<file path="src/shared/cfc_map.svh">
// timing counts, field positions and reset values of the frame codec
// assumes a 25 ns system clock; included by the core module only
`ifndef CFC_MAP_SVH
`define CFC_MAP_SVH

// ---------------------------------------------------------------
// link timing
// ---------------------------------------------------------------
`define CFC_CLK_NS 25
`define CFC_ETU_NS 9440
`define CFC_ETU_CYC (`CFC_ETU_NS / `CFC_CLK_NS)
`define CFC_SUB_NS 1181
`define CFC_GUARD_NS (128 * `CFC_SUB_NS)
`define CFC_GUARD_CYC ((`CFC_GUARD_NS + `CFC_CLK_NS - 1) / `CFC_CLK_NS)
`define CFC_SOF_LO_ETU 10
`define CFC_SOF_HI_MIN_ETU 2
`define CFC_SOF_HI_MAX_ETU 3
`define CFC_GAP_ETU 16
`define CFC_SUB_HALF_EDGES 3

// ---------------------------------------------------------------
// crc and command set
// ---------------------------------------------------------------
`define CFC_CRC_PRESET 16'hffff
`define CFC_CRC_POLY 16'h8408
`define CFC_CRC_RESID 16'hf0b8
`define CFC_OP_READ 8'h08
`define CFC_OP_WRITE 8'h09
`define CFC_OP_UID 8'h0b
`define CFC_LEN_READ 5'd4
`define CFC_LEN_WRITE 5'd8
`define CFC_LEN_UID 5'd3

// ---------------------------------------------------------------
// block map and reset values
// ---------------------------------------------------------------
`define CFC_ADDR_SYS 8'hff
`define CFC_ADDR_CNT_A 8'h05
`define CFC_ADDR_CNT_B 8'h06
`define CFC_LOCK_LSB 16
`define CFC_USER_RST 32'hffffffff
`define CFC_CNT_A_RST 32'hfffffffe
`define CFC_CNT_B_RST 32'hffffffff
`define CFC_SYS_HI_RST 24'hffffff

`endif

</file>
<file path="src/shared/cfc_pkg.sv">
// state types of the contactless frame codec
// assumes nothing beyond a SystemVerilog compiler
package cfc_pkg;

   // receive framer states
   typedef enum logic [5:0] {
      RX_IDLE = 6'b000001,
      RX_SOFL = 6'b000010,
      RX_SOFH = 6'b000100,
      RX_WAIT = 6'b001000,
      RX_BIT = 6'b010000,
      RX_EOFH = 6'b100000
   } cfc_rx_e;

   // answer framer states
   typedef enum logic [5:0] {
      TX_IDLE = 6'b000001,
      TX_GUARD = 6'b000010,
      TX_SYNC = 6'b000100,
      TX_SOF = 6'b001000,
      TX_CHAR = 6'b010000,
      TX_EOF = 6'b100000
   } cfc_tx_e;

   // command executor states
   typedef enum logic [2:0] {
      EX_IDLE = 3'b001,
      EX_POP = 3'b010,
      EX_ACT = 3'b100
   } cfc_ex_e;

endpackage

</file>
<file path="src/rtl/cfc_fifo.sv">
// small synchronous fifo with valid/ready on both sides and a flush
// assumes one clock, a clock enable and an asynchronous high reset
`timescale 1ns/1ps
module cfc_fifo #(
   parameter int W = 8,
   parameter int D = 16
) (
   // clock and reset
   input wire logic i_clk_sys,
   input wire logic i_rst,
   input wire logic i_ce,
   input wire logic i_flush,
   // fill side
   input wire logic i_valid,
   output logic o_ready,
   input wire logic [W-1:0] i_data,
   // drain side
   output logic o_valid,
   input wire logic i_ready,
   output logic [W-1:0] o_data
);
   localparam int AW = $clog2(D);

   logic [W-1:0] mem [D];
   logic [AW:0] wp;
   logic [AW:0] rp;

   // full when pointers differ only in the wrap bit
   wire full = (wp[AW] != rp[AW]) && (wp[AW-1:0] == rp[AW-1:0]);
   wire empty = (wp == rp);
   wire do_wr = i_valid && !full;
   wire do_rd = i_ready && !empty;
   assign o_ready = !full;
   assign o_valid = !empty;
   assign o_data = mem[rp[AW-1:0]];

   // pointers; flush wins over traffic so a bad frame leaves nothing
   always_ff @(posedge i_clk_sys or posedge i_rst) begin
      if (i_rst) begin
         wp <= '0;
         rp <= '0;
      end else if (i_ce) begin
         if (i_flush) begin
            wp <= '0;
            rp <= '0;
         end else begin
            if (do_wr) wp <= wp + 1'b1;
            if (do_rd) rp <= rp + 1'b1;
         end
      end
   end

   // storage needs no reset
   always_ff @(posedge i_clk_sys) begin
      if (i_ce && do_wr && !i_flush) mem[wp[AW-1:0]] <= i_data;
   end
endmodule

</file>
<file path="src/rtl/cfc_core.sv">
// frame codec and block map of a passive contactless memory tag
// assumes a demodulated request envelope and a field-derived clock
// Notes on behaviour
// - every byte travels as a ten-bit character, lsb first.
// - one bit period is 9.44 us; all frame timing counts it.
// - start bit zero, eight data bits lsb first, stop bit one.
// - any receive error means no execution and no error frame.
// - request sof is 10 periods low, then 2 to 3 periods high.
// - request eof is 10 periods low then one rising edge.
// - answers use bpsk subcarrier load modulation, same characters.
// - answer sof is 10 periods zero then 2 periods one.
// - answer eof after crc is 10 periods zero then 2 one.
// - modulation stays off for 128 subcarrier periods between frames.
// - then 128 periods of reference phase; next transition starts the sof.
// - 16-bit type b crc preset to all ones per frame.
// - two crc bytes before eof cover every byte after sof.
// - request with bad crc is discarded without answer.
// - crc goes low byte first, each byte lsb first.
// - sixteen 32-bit user blocks, all readable.
// - a permitted block write replaces all 32 bits at once.
// - blocks 0-4, 7-15 eeprom, 5-6 counters, 255 system, rom id.
// - counter write only accepted when new value is lower.
// - system bit 16+n at zero write-protects block n.
// - system block write only clears bits, never sets.
`timescale 1ns/1ps
`include "cfc_map.svh"
module cfc_core import cfc_pkg::*; #(
   parameter int P_GUARD_CYC = `CFC_GUARD_CYC,
   parameter int P_SYNC_CYC = `CFC_GUARD_CYC,
   parameter logic [63:0] P_UID = 64'h0123_4567_89ab_cdef, // arbitrary
   parameter logic [7:0] P_FIXED_ID = 8'h5a // arbitrary
) (
   // clock, reset, enable
   input wire logic i_clk_sys,
   input wire logic i_rst,
   input wire logic i_ce,
   // link side
   input wire logic i_link_clk,
   input wire logic i_rx_env,
   output logic o_mod,
   output logic o_tx_active
);
   localparam logic [12:0] ETU_M1 = 13'(`CFC_ETU_CYC - 1);
   localparam logic [12:0] HALF_M1 = 13'(`CFC_ETU_CYC / 2 - 1);
   localparam logic [12:0] LO_MIN = 13'(`CFC_ETU_CYC * (2 * `CFC_SOF_LO_ETU - 1) / 2);
   localparam logic [12:0] LO_MAX = 13'(`CFC_ETU_CYC * (2 * `CFC_SOF_LO_ETU + 1) / 2);
   localparam logic [12:0] HI_MIN = 13'(`CFC_ETU_CYC * (2 * `CFC_SOF_HI_MIN_ETU - 1) / 2);
   localparam logic [12:0] HI_MAX = 13'(`CFC_ETU_CYC * (2 * `CFC_SOF_HI_MAX_ETU + 1) / 2);
   localparam logic [12:0] GAP = 13'(`CFC_ETU_CYC * `CFC_GAP_ETU);
   localparam logic [12:0] GUARD_M1 = 13'(P_GUARD_CYC - 1);
   localparam logic [12:0] SYNC_M1 = 13'(P_SYNC_CYC - 1);
   localparam logic [1:0] SUB_M1 = 2'(`CFC_SUB_HALF_EDGES - 1);

   // reflected type b crc step over one byte
   function automatic logic [15:0] crc_upd(input logic [15:0] c, input logic [7:0] b);
      logic [15:0] r;
      r = c ^ {8'h00, b};
      for (int i = 0; i < 8; i++) begin
         r = r[0] ? ((r >> 1) ^ `CFC_CRC_POLY) : (r >> 1);
      end
      return r;
   endfunction

   // ---------------------------------------------------------------
   // pin synchronisers and link clock edges
   // ---------------------------------------------------------------
   logic rx_s1, rx_s2, rx_s3, lk_s1, lk_s2, lk_s3;
   always_ff @(posedge i_clk_sys or posedge i_rst) begin
      if (i_rst) begin
         {rx_s1, rx_s2, rx_s3} <= 3'b111;
         {lk_s1, lk_s2, lk_s3} <= 3'b000;
      end else if (i_ce) begin
         {rx_s3, rx_s2, rx_s1} <= {rx_s2, rx_s1, i_rx_env};
         {lk_s3, lk_s2, lk_s1} <= {lk_s2, lk_s1, i_link_clk};
      end
   end
   wire rx_fall = rx_s3 && !rx_s2;
   wire rx_rise = !rx_s3 && rx_s2;
   wire lk_rise = !lk_s3 && lk_s2;

   // subcarrier from the field clock; its phase carries bpsk data
   logic sub;
   logic [1:0] sub_cnt;
   always_ff @(posedge i_clk_sys or posedge i_rst) begin
      if (i_rst) begin
         sub <= 1'b0;
         sub_cnt <= 2'h0;
      end else if (i_ce && lk_rise) begin
         sub_cnt <= (sub_cnt == SUB_M1) ? 2'h0 : sub_cnt + 2'h1;
         if (sub_cnt == SUB_M1) sub <= !sub;
      end
   end

   // ---------------------------------------------------------------
   // request framer
   // ---------------------------------------------------------------
   cfc_rx_e rx_st;
   cfc_tx_e tx_st;
   cfc_ex_e ex_st;
   logic [12:0] rx_cnt;
   logic [3:0] rx_bitn;
   logic [9:0] rx_sh;
   logic [15:0] rx_crc;
   logic [4:0] rx_n;
   logic fr_ok, fr_bad, push, fifo_rdy;
   wire [9:0] ch = {rx_s2, rx_sh[9:1]};
   wire rx_smp = (rx_cnt == ((rx_bitn == 4'h0) ? HALF_M1 : ETU_M1));
   wire ch_ok = !ch[0] && ch[9];
   wire rx_go = rx_fall && (tx_st == TX_IDLE) && (ex_st == EX_IDLE);

   // the tag is half duplex: requests are ignored while it answers
   always_ff @(posedge i_clk_sys or posedge i_rst) begin
      if (i_rst) begin
         rx_st <= RX_IDLE;
         rx_cnt <= 13'h0;
         rx_bitn <= 4'h0;
         rx_sh <= 10'h3ff;
         rx_crc <= `CFC_CRC_PRESET;
         rx_n <= 5'h0;
         {fr_ok, fr_bad, push} <= 3'b000;
      end else if (i_ce) begin
         {fr_ok, fr_bad, push} <= 3'b000;
         rx_cnt <= rx_cnt + 13'h1;
         case (rx_st)
            RX_IDLE: if (rx_go) begin
               rx_st <= RX_SOFL;
               rx_cnt <= 13'h0;
               rx_crc <= `CFC_CRC_PRESET;
               rx_n <= 5'h0;
            end
            RX_SOFL: if (rx_rise) begin
               rx_cnt <= 13'h0;
               rx_st <= (rx_cnt >= LO_MIN) ? RX_SOFH : RX_IDLE;
            end else if (rx_cnt > LO_MAX) begin
               rx_st <= RX_IDLE;
            end
            RX_SOFH: if (rx_fall) begin
               rx_cnt <= 13'h0;
               rx_bitn <= 4'h0;
               rx_st <= (rx_cnt >= HI_MIN) ? RX_BIT : RX_IDLE;
            end else if (rx_cnt > HI_MAX) begin
               rx_st <= RX_IDLE;
            end
            RX_WAIT: if (rx_fall) begin
               rx_cnt <= 13'h0;
               rx_bitn <= 4'h0;
               rx_st <= RX_BIT;
            end else if (rx_cnt > GAP) begin
               rx_st <= RX_IDLE;
               fr_bad <= 1'b1;
            end
            RX_BIT: if (rx_smp) begin
               rx_cnt <= 13'h0;
               rx_sh <= ch;
               rx_bitn <= rx_bitn + 4'h1;
               if (rx_bitn == 4'h9) begin
                  if (ch == 10'h0) begin
                     rx_st <= RX_EOFH;
                  end else if (ch_ok && fifo_rdy) begin
                     push <= 1'b1;
                     rx_crc <= crc_upd(rx_crc, ch[8:1]);
                     rx_n <= rx_n + 5'h1;
                     rx_st <= RX_WAIT;
                  end else begin
                     fr_bad <= 1'b1;
                     rx_st <= RX_IDLE;
                  end
               end
            end
            RX_EOFH: if (rx_rise) begin
               rx_st <= RX_IDLE;
               fr_ok <= (rx_crc == `CFC_CRC_RESID);
               fr_bad <= (rx_crc != `CFC_CRC_RESID);
            end else if (rx_cnt > ETU_M1) begin
               rx_st <= RX_IDLE;
               fr_bad <= 1'b1;
            end
            default: rx_st <= RX_IDLE;
         endcase
      end
   end

   // ---------------------------------------------------------------
   // request byte buffer; a full buffer fails the frame
   // ---------------------------------------------------------------
   logic fq_valid;
   logic [7:0] fq_data;
   wire pop = (ex_st == EX_POP);
   cfc_fifo #(.W(8), .D(16)) u_fifo (
      .i_clk_sys(i_clk_sys),
      .i_rst(i_rst),
      .i_ce(i_ce),
      .i_flush(fr_bad),
      .i_valid(push),
      .o_ready(fifo_rdy),
      .i_data(rx_sh[8:1]),
      .o_valid(fq_valid),
      .i_ready(pop),
      .o_data(fq_data)
   );

   // ---------------------------------------------------------------
   // command executor and block map
   // ---------------------------------------------------------------
   logic [31:0] mem [16];
   logic [31:0] sys;
   logic [7:0] cmd, addr;
   logic [31:0] wdat;
   logic [3:0] k;
   wire [3:0] ba = addr[3:0];
   wire is_user = (addr < 8'h10);
   wire is_cnt = (addr == `CFC_ADDR_CNT_A) || (addr == `CFC_ADDR_CNT_B);
   wire unlocked = sys[`CFC_LOCK_LSB + ba];
   wire wr_len = (cmd == `CFC_OP_WRITE) && (rx_n == `CFC_LEN_WRITE);
   wire wr_go = wr_len && is_user && unlocked && (!is_cnt || wdat < mem[ba]);
   wire sys_go = wr_len && (addr == `CFC_ADDR_SYS);
   wire rd_go = (cmd == `CFC_OP_READ) && (rx_n == `CFC_LEN_READ)
      && (is_user || addr == `CFC_ADDR_SYS);
   wire uid_go = (cmd == `CFC_OP_UID) && (rx_n == `CFC_LEN_UID);
   wire [31:0] rd_word = (addr == `CFC_ADDR_SYS) ? sys : mem[ba];
   wire act = (ex_st == EX_ACT);

   // bytes are popped only after the crc passed, so bad frames never act
   always_ff @(posedge i_clk_sys or posedge i_rst) begin
      if (i_rst) begin
         ex_st <= EX_IDLE;
         k <= 4'h0;
         {cmd, addr} <= 16'h0;
         wdat <= 32'h0;
      end else if (i_ce) begin
         case (ex_st)
            EX_IDLE: if (fr_ok) begin
               ex_st <= EX_POP;
               k <= 4'h0;
            end
            EX_POP: if (fq_valid) begin
               k <= k + 4'h1;
               if (k == 4'h0) cmd <= fq_data;
               if (k == 4'h1) addr <= fq_data;
               if (k >= 4'h2 && k <= 4'h5) wdat[{k[1:0] - 2'h2, 3'b000} +: 8] <= fq_data;
            end else begin
               ex_st <= EX_ACT;
            end
            default: ex_st <= EX_IDLE;
         endcase
      end
   end

   // whole-word updates; the system block only ever loses ones
   always_ff @(posedge i_clk_sys or posedge i_rst) begin
      if (i_rst) begin
         for (int i = 0; i < 16; i++) mem[i] <= `CFC_USER_RST;
         mem[5] <= `CFC_CNT_A_RST;
         mem[6] <= `CFC_CNT_B_RST;
         sys <= {`CFC_SYS_HI_RST, P_FIXED_ID};
      end else if (i_ce && act) begin
         if (wr_go) mem[ba] <= wdat;
         if (sys_go) sys <= sys & wdat;
      end
   end

   // ---------------------------------------------------------------
   // answer framer
   // ---------------------------------------------------------------
   logic [12:0] tx_cnt;
   logic [3:0] tx_bitn, tb, len;
   logic [63:0] ans;
   logic [7:0] tx_byte;
   logic [15:0] tx_crc;
   wire tick = (tx_cnt == ETU_M1);
   wire [3:0] nx = tb + 4'h1;
   wire [7:0] nx_byte = (nx < len) ? ans[{nx[2:0], 3'b000} +: 8] :
      (nx == len) ? ~tx_crc[7:0] : ~tx_crc[15:8];
   wire [9:0] chr = {1'b1, tx_byte, 1'b0};
   wire tx_bit = (tx_st == TX_CHAR) ? chr[tx_bitn] :
      (tx_st == TX_SOF || tx_st == TX_EOF) ? (tx_bitn >= 4'ha) : 1'b1;
   wire tx_on = (tx_st == TX_SYNC) || (tx_st == TX_SOF) || (tx_st == TX_CHAR)
      || (tx_st == TX_EOF);
   wire next_mod = tx_on && (sub ^ !tx_bit);

   always_ff @(posedge i_clk_sys or posedge i_rst) begin
      if (i_rst) begin
         tx_st <= TX_IDLE;
         {tx_cnt, tx_bitn, tb, len} <= '0;
         ans <= 64'h0;
         tx_byte <= 8'h0;
         tx_crc <= `CFC_CRC_PRESET;
      end else if (i_ce) begin
         tx_cnt <= tx_cnt + 13'h1;
         case (tx_st)
            TX_IDLE: if (act && (rd_go || uid_go)) begin
               tx_st <= TX_GUARD;
               tx_cnt <= 13'h0;
               ans <= uid_go ? P_UID : {32'h0, rd_word};
               len <= uid_go ? 4'h8 : 4'h4;
            end
            TX_GUARD: if (tx_cnt == GUARD_M1) begin
               tx_st <= TX_SYNC;
               tx_cnt <= 13'h0;
            end
            TX_SYNC: if (tx_cnt == SYNC_M1) begin
               tx_st <= TX_SOF;
               {tx_cnt, tx_bitn} <= '0;
            end
            TX_SOF: if (tick) begin
               tx_cnt <= 13'h0;
               tx_bitn <= tx_bitn + 4'h1;
               if (tx_bitn == 4'hb) begin
                  tx_st <= TX_CHAR;
                  {tx_bitn, tb} <= '0;
                  tx_byte <= ans[7:0];
                  tx_crc <= crc_upd(`CFC_CRC_PRESET, ans[7:0]);
               end
            end
            TX_CHAR: if (tick) begin
               tx_cnt <= 13'h0;
               tx_bitn <= tx_bitn + 4'h1;
               if (tx_bitn == 4'h9) begin
                  tx_bitn <= 4'h0;
                  tb <= nx;
                  tx_byte <= nx_byte;
                  if (nx < len) tx_crc <= crc_upd(tx_crc, nx_byte);
                  if (tb == len + 4'h1) tx_st <= TX_EOF;
               end
            end
            TX_EOF: if (tick) begin
               tx_cnt <= 13'h0;
               tx_bitn <= tx_bitn + 4'h1;
               if (tx_bitn == 4'hb) tx_st <= TX_IDLE;
            end
            default: tx_st <= TX_IDLE;
         endcase
      end
   end

   // registered load modulation drive
   always_ff @(posedge i_clk_sys or posedge i_rst) begin
      if (i_rst) begin
         o_mod <= 1'b0;
         o_tx_active <= 1'b0;
      end else if (i_ce) begin
         o_mod <= next_mod;
         o_tx_active <= (tx_st != TX_IDLE);
      end
   end
endmodule

</file>
<file path="config.mk">
export PLATFORM = sky130hd
export DESIGN_NAME = cfc_core
export DESIGN_NICKNAME = d
export VERILOG_FILES = /design/src/shared/cfc_pkg.sv /design/src/rtl/cfc_fifo.sv /design/src/rtl/cfc_core.sv
export VERILOG_INCLUDE_DIRS = /design/src /design/src/shared
export SDC_FILE = /design/constraint.sdc
export NUM_CORES = 2
export LEC_CHECK = 0
export BUFFER_PORTS_ARGS = -buffer_cell sky130_fd_sc_hd__buf_4
export CAP_MARGIN = 0
export CORE_MARGIN = 2
export CORE_UTILIZATION = 60
export CTS_CLUSTER_SIZE = 10
export DETAILED_ROUTE_END_ITERATION = 8
export PLACE_DENSITY_LB_ADDON = 0.25
export SYNTH_ARGS = -nofsm -noshare
export SYNTH_HDL_FRONTEND = slang
export SYNTH_HIERARCHICAL = 1
export SYNTH_SLANG_ARGS = --single-unit
</file>
<file path="constraint.sdc">
create_clock -name i_clk_sys -period 53.8 [get_ports i_clk_sys]
set_input_delay 10.76 -clock i_clk_sys [delete_from_list [all_inputs] [get_ports i_clk_sys]]
set_output_delay 10.76 -clock i_clk_sys [all_outputs]
set_load 0.005 [all_outputs]
</file>
Yosys cells after proc, flatten, opt, wreduce, memory -nomap -nowiden
Memories as Yosys holds them, arrays and structs flattened.
Index checks and enable logic that the tools add are counted.
{ "totals": {"reg_bits": 796, "mem_bits_rw": 128, "input_bits": 5, "memories": 1} }
{ "mem_list": {"columns": ["memory", "depth", "width", "rd", "rd_clocked_by_memory_dff", "write_ports", "line_no", "source"], "rows": [
  ["u_fifo.mem", 16, 8, 1, 0, 1, "cfc_fifo.sv:24", "logic [W-1:0] mem [D];"]
]} }
{ "classes": {"addsub": 14, "magnitude_cmp": 16, "eq_ne": 64, "n_shift": 3, "muxes": 146, "n_bitwise": 33, "n_reduce_logical": 76} }
{ "ops": {"columns": ["op", "count"], "rows": [
  ["two-way mux 16 bit", 34],
  ["bitwise mux 512 bit", 1],
  ["two-way mux 6 bit", 22],
  ["binary-select mux 32 bit (select 4 bit)", 1],
  ["demux 32 bit (select 4 bit)", 1],
  ["two-way mux 32 bit", 4],
  ["two-way mux 13 bit", 7],
  ["inverter 2 -> 3 bit", 24],
  ["one-hot mux 6 bit (6 select lines)", 2],
  ["two-way mux 4 bit", 16],
  ["one-hot mux 16 bit (2 select lines)", 2],
  ["indexed part select 64 x 7 -> 8 bit", 1],
  ["two-way mux 57 bit", 1],
  ["one-hot mux 13 bit (4 select lines)", 1],
  ["two-way mux 5 bit", 10],
  ["two-way mux 8 bit", 6],
  ["one-hot mux 13 bit (3 select lines)", 1],
  ["bitwise AND 32 bit", 1],
  ["bitwise mux 32 bit", 1],
  ["less-than comparator 32 bit", 1],
  ["variable shift 8 x 7 -> 32 bit, first input constant", 1],
  ["indexed part select 8 x 7 -> 32 bit", 1],
  ["XOR 16 x 8 -> 16 bit", 2],
  ["adder 13 x 1 -> 13 bit, second input constant", 2],
  ["84 further kinds", 209]
]} }

Logic depth before layout (Yosys ltp)
{ "depth": {"ltp_word": 25, "ltp_mapped": 17, "ltp_nobuf": 12} }

By module
Netlist, hierarchy kept.
{ "modules_own_cells": {"columns": ["mod", "instances", "cells_each", "area_each_um2", "seq_area_each_um2"], "rows": [
  ["cfc_core", 1, 2763, 37094.3, 19526.2],
  ["cfc_fifo", 1, 308, 5721.7, 4093.9]
]} }

Worst setup path after synthesis
No wires, ideal clock.
{ "synth_path": {"path_type": "input -> register", "from": "input port i_ce", "to": "memory u_fifo.mem[2][0] (enable)", "arrival_ns": 12.361, "required_ns": 53.405, "setup_slack_ns": 41.044, "stages": 5, "path_cell_list": "clkbuf_1 inv_1 nor2_1 nand3_1 nor4_1"} }
{ "synth_between": {"elab_chain_len": 4} }
{ "synth_lines": {"columns": ["element", "line_no", "source"], "rows": [
  ["start: declaration", "cfc_core.sv:36", "input wire logic i_ce,"],
  ["logical AND 1 bit (2 in a row)", "cfc_fifo.sv:55", "if (i_ce && do_wr && !i_flush) mem[wp[AW-1:0]] <= i_data;"],
  ["two-way mux 1 bit", "cfc_fifo.sv:55", null],
  ["two-way mux 1 bit (not written as such)", "cfc_fifo.sv:55", null],
  ["end: declaration", "cfc_fifo.sv:24", null]
]} }
No other way between the ends.

Final worst setup path
{ "layout_path": {"from": "input port i_ce", "to": "register mem[508] in the netlist's numbering"} }
{ "layout_between": {"elab_chain_len": 2} }
{ "layout_lines": {"columns": ["element", "line_no", "source"], "rows": [
  ["logical AND 1 bit", "cfc_core.sv:256", "end else if (i_ce && act) begin"],
  ["AND reduction 2 bit (no source line)", null, null],
  ["end signal: indexed assignment", "cfc_core.sv:257", "if (wr_go) mem[ba] <= wdat;"],
  ["end: declaration", "cfc_core.sv:205", "logic [31:0] mem [16];"]
]} }
No other way between the ends.
A chain may end at the register's enable or synchronous reset.

==> impl_metrics.env <==
export IMPL_cts_clk_slew_worst_paths_ns=0.05
export IMPL_syn_to_final_growth_pct=8.659
export IMPL_portBuffers=6
export IMPL_setup_viol=0
export IMPL_synth_edf_count=128
export IMPL_grt_first_pass_wirelength_um=157500
export IMPL_wl_um=99490
export IMPL_drt_iter0_markers=2161
export IMPL_placementRows=97
export IMPL_leakage_nw=18.16
export IMPL_worstSkewPairLatency_ns=0.65
export IMPL_post_drt_via_cell_ratio=6.444
export IMPL_crit_required_ns=54.37
export IMPL_cts_root_buf="clkbuf_16"
export IMPL_rsz0062_at_grt="no"
export IMPL_swShare=0.2294
export IMPL_drv_cap=0
export IMPL_chipWidth_um=271.1
export IMPL_routedWlPerCell_um=24.74
export IMPL_detail_route_antenna_nets=0
export IMPL_dpl_hpwl_um=62840
export IMPL_num_fill_cells=4957
export IMPL_coreArea_mm2=0.07039
export IMPL_final_nets=3091
export IMPL_ys_flop_type="dfstp_2"
export IMPL_clk_path_buf_depth=3
export IMPL_cts_resized_gates=0
export IMPL_syn_area_mm2=0.04282
export IMPL_critPathMaxFanout=60
export IMPL_worstHoldPathType="reg -> reg"
export IMPL_ys_seq_elements=889
export IMPL_ir_worst_vdd_uv=27.68
export IMPL_postCtsHoldBufs=0
export IMPL_grtUsageTotal=0.2754
export IMPL_synthTopCellsByCount="586 x dfstp_2, 536 x mux2_2, 210 x nand2_1, 205 x mux4_2, 175 x dfrtp_1"
export IMPL_die_area_mm2=0.07351
export IMPL_ios=7
export IMPL_grt_pass1_vias=27030
export IMPL_ys_top_cells_by_area="dfstp_2 36%, mux2_2 14%, mux4_2 11%"
export IMPL_power_per_cell_area_mw_per_mm2=30.56
export IMPL_finalHoldViolCount=0
export IMPL_multiInputGateArea_mm2=0.01807
export IMPL_slew_viol_final=0
export IMPL_die_h_um=271.1
export IMPL_synth_top_area_cell="dfstp_2"
export IMPL_p_sw_mw=0.3262
export IMPL_htreeDepth=3
export IMPL_clock_skew_ns=0.02563
export IMPL_start_kind="input pin"
export IMPL_cp_end_kind="flip-flop"
export IMPL_critPathArrivalTime_ns=14.56
export IMPL_post_cts_repair_setup_buffers=0
export IMPL_p_clk_frac=0.435
export IMPL_synth_avg_cell_area_um2=13.94
export IMPL_synth_top_area_frac=0.3596
export IMPL_yosysSeqAreaShare=0.5517
export IMPL_p_int_mw=1.096
export IMPL_setup_tns_ns=0
export IMPL_start_util=0.6082
export IMPL_firstDrtPassIters=6
export IMPL_dp_slack_ns=39.07
export IMPL_finalCritPeriodShare=0.2601
export IMPL_regArea_mm2=0.02363
export IMPL_status="finished clean"
export IMPL_grt_max_degree=155
export IMPL_yosys_warnings=6
export IMPL_worstSetupPathType="in -> reg"
export IMPL_grt_antenna_before_repair=3
export IMPL_drcViolationCount=0
export IMPL_num_vias=25910
export IMPL_tightestPinTransition_ns=1.402
export IMPL_synth_most_common_cell="dfstp_2"
export IMPL_min_period_ns=14.00
export IMPL_cts_tree="done"
export IMPL_seqPwrFrac=0.506
export IMPL_netlist_instances=3071
export IMPL_syn_nets=3137
export IMPL_p_comb_frac=0.059
export IMPL_drive_above_1_share=0.4992
export IMPL_setup_slack_ns=39.80
export IMPL_async_reset_ff_frac=0.8560
export IMPL_timing_fmax_ghz=0.07145
export IMPL_final_core_util=0.6609
export IMPL_grt_overflow=0
export IMPL_diodes=0
export IMPL_yosysUniqueCellTypes=82
export IMPL_cts_sinks=889
export IMPL_max_slew_margin=0.06551
export IMPL_numCtsBuffers=101
export IMPL_gp_congestion=0.8879
cells by family after synthesis:
logic type / after synthesis / share of synthesized area
XOR/XNOR: 91 / 0.01879
adder cells (fa/ha/maj): 61 / 0.01783
AO/OA/AOI/OAI: 333 / 0.04848
flip-flops: 889 / 0.5517
AND/OR/NAND/NOR: 608 / 0.06899
multiplexers: 811 / 0.2657
buffers and inverters: 278 / 0.02855
worst max-delay path, cell delays in order:
cell,delay [ns]
buf_4,0.46
nand2_1,0.29
nor3_1,0.41
nand3_1,0.38
or3_4,0.55
nor3_4,0.80
buf_4,0.49
mux2_2,0.38
layout by cell type (no fill, tap or decap), types with 7 or more instances in the layout:
cell         n
nor2b_1     20
clkbuf_1    45
edfxtp_1   128
o211ai_1    10
mux4_2     205
xnor2_1     48
nor4_1      18
o21ai_0    104
mux2i_1     52
mux2_2     536
xor2_1      42
nand4_1     22
nor2_4       9
inv_1       69
buf_4       57
dfrtp_1    170
o22ai_1     14
a211oi_1    15
and2_1       8
dfstp_2    586
nor3b_1      9
clkbuf_16  106
mux2_1      18
nand2b_1    18
nor3_1      49
o31ai_1      7
nand3_1     37
or3_1        9
a31oi_1     20
o21a_1      39
nor2_1     139
nand2_1    209
a21oi_1     70
and3_1      14
ha_1        61
worst paths after layout:
check,slack (ns),cells after the start,endpoint,from
setup / recovery,39.80,8,mem[508]$_DFFE_PP1P_,i_ce
hold / removal,0.45,1,sys[10]$_DFFE_PP1P_,sys[10]$_DFFE_PP1P_
setup reg to reg,47.37,13,mem[304]$_DFFE_PP1P_,addr[1]$_DFFE_PP0P_
hold reg to reg,0.45,1,sys[10]$_DFFE_PP1P_,sys[10]$_DFFE_PP1P_
max in group asynchronous,39.88,5,mem[506]$_DFFE_PP1P_,i_rst
min in group asynchronous,10.14,2,u_fifo/wp[2]$_DFFE_PP0P_,i_rst
stage by stage:
stage / std cells / hold WS (ns) / area, µm² / power, mW
floorplan: 3071 / 0.4394 / 42820 / 0.7927
global placement: 3862 / 0.4439 / 43600 / 0.8088
detailed placement: 3862 / 0.4485 / 43600 / 0.8132
CTS: 4021 / 0.4562 / 46520 / 1.434
global route: 4021 / 0.4602 / 46520 / 1.475
finish: 4021 / 0.4548 / 46520 / 1.422
power by group through the flow:
stage | registers [mW] | clock network [mW] | logic, mW
after floorplan | 0.721 | 0 | 0.0720
after global placement | 0.729 | 0 | 0.0801
after detailed placement | 0.730 | 0 | 0.0836
after CTS | 0.719 | 0.631 | 0.0840
after global routing | 0.722 | 0.657 | 0.0951
final | 0.720 | 0.619 | 0.0833
layout make-up:
class	instances	area share
Clock buffer	154	0.06153
Clock inverter	5	0.001318
Inverter	71	0.005944
Multi-Input combinational cell	1904	0.3883
Sequential cell	889	0.5079
Tap cell	940	0.02528
Timing Repair Buffer	58	0.009628
flip-flops by register name, summed over array words and instances (netlist names), 3 cells and up:
name        cells
tx_cnt         13
ans            33
rx_sh           9
u_fifo/mem    128
u_fifo/rp       5
rx_n            5
ex_st           3
rx_cnt         13
mem           512
rx_bitn         4
addr            8
tx_bitn         4
rx_crc         16
tx_st           6
wdat           32
rx_st           6
tb              4
cmd             8
tx_crc         16
u_fifo/wp       5
k               4
sys            32
tx_byte         8
layer usage:
| metal | vias up | track usage | wire length [µm] |
|---|---|---|---|
| met4 | 6 | 0.08762 | 3373 |
| met1 | 13680 | 0.3877 | 42460 |
| met2 | 820 | 0.4369 | 47150 |
| met5 | - | 0 | 32 |
| li1 | 11190 | - | - |
| met3 | 218 | 0.05422 | 6470 |
(Power assumes the default switching activity.)
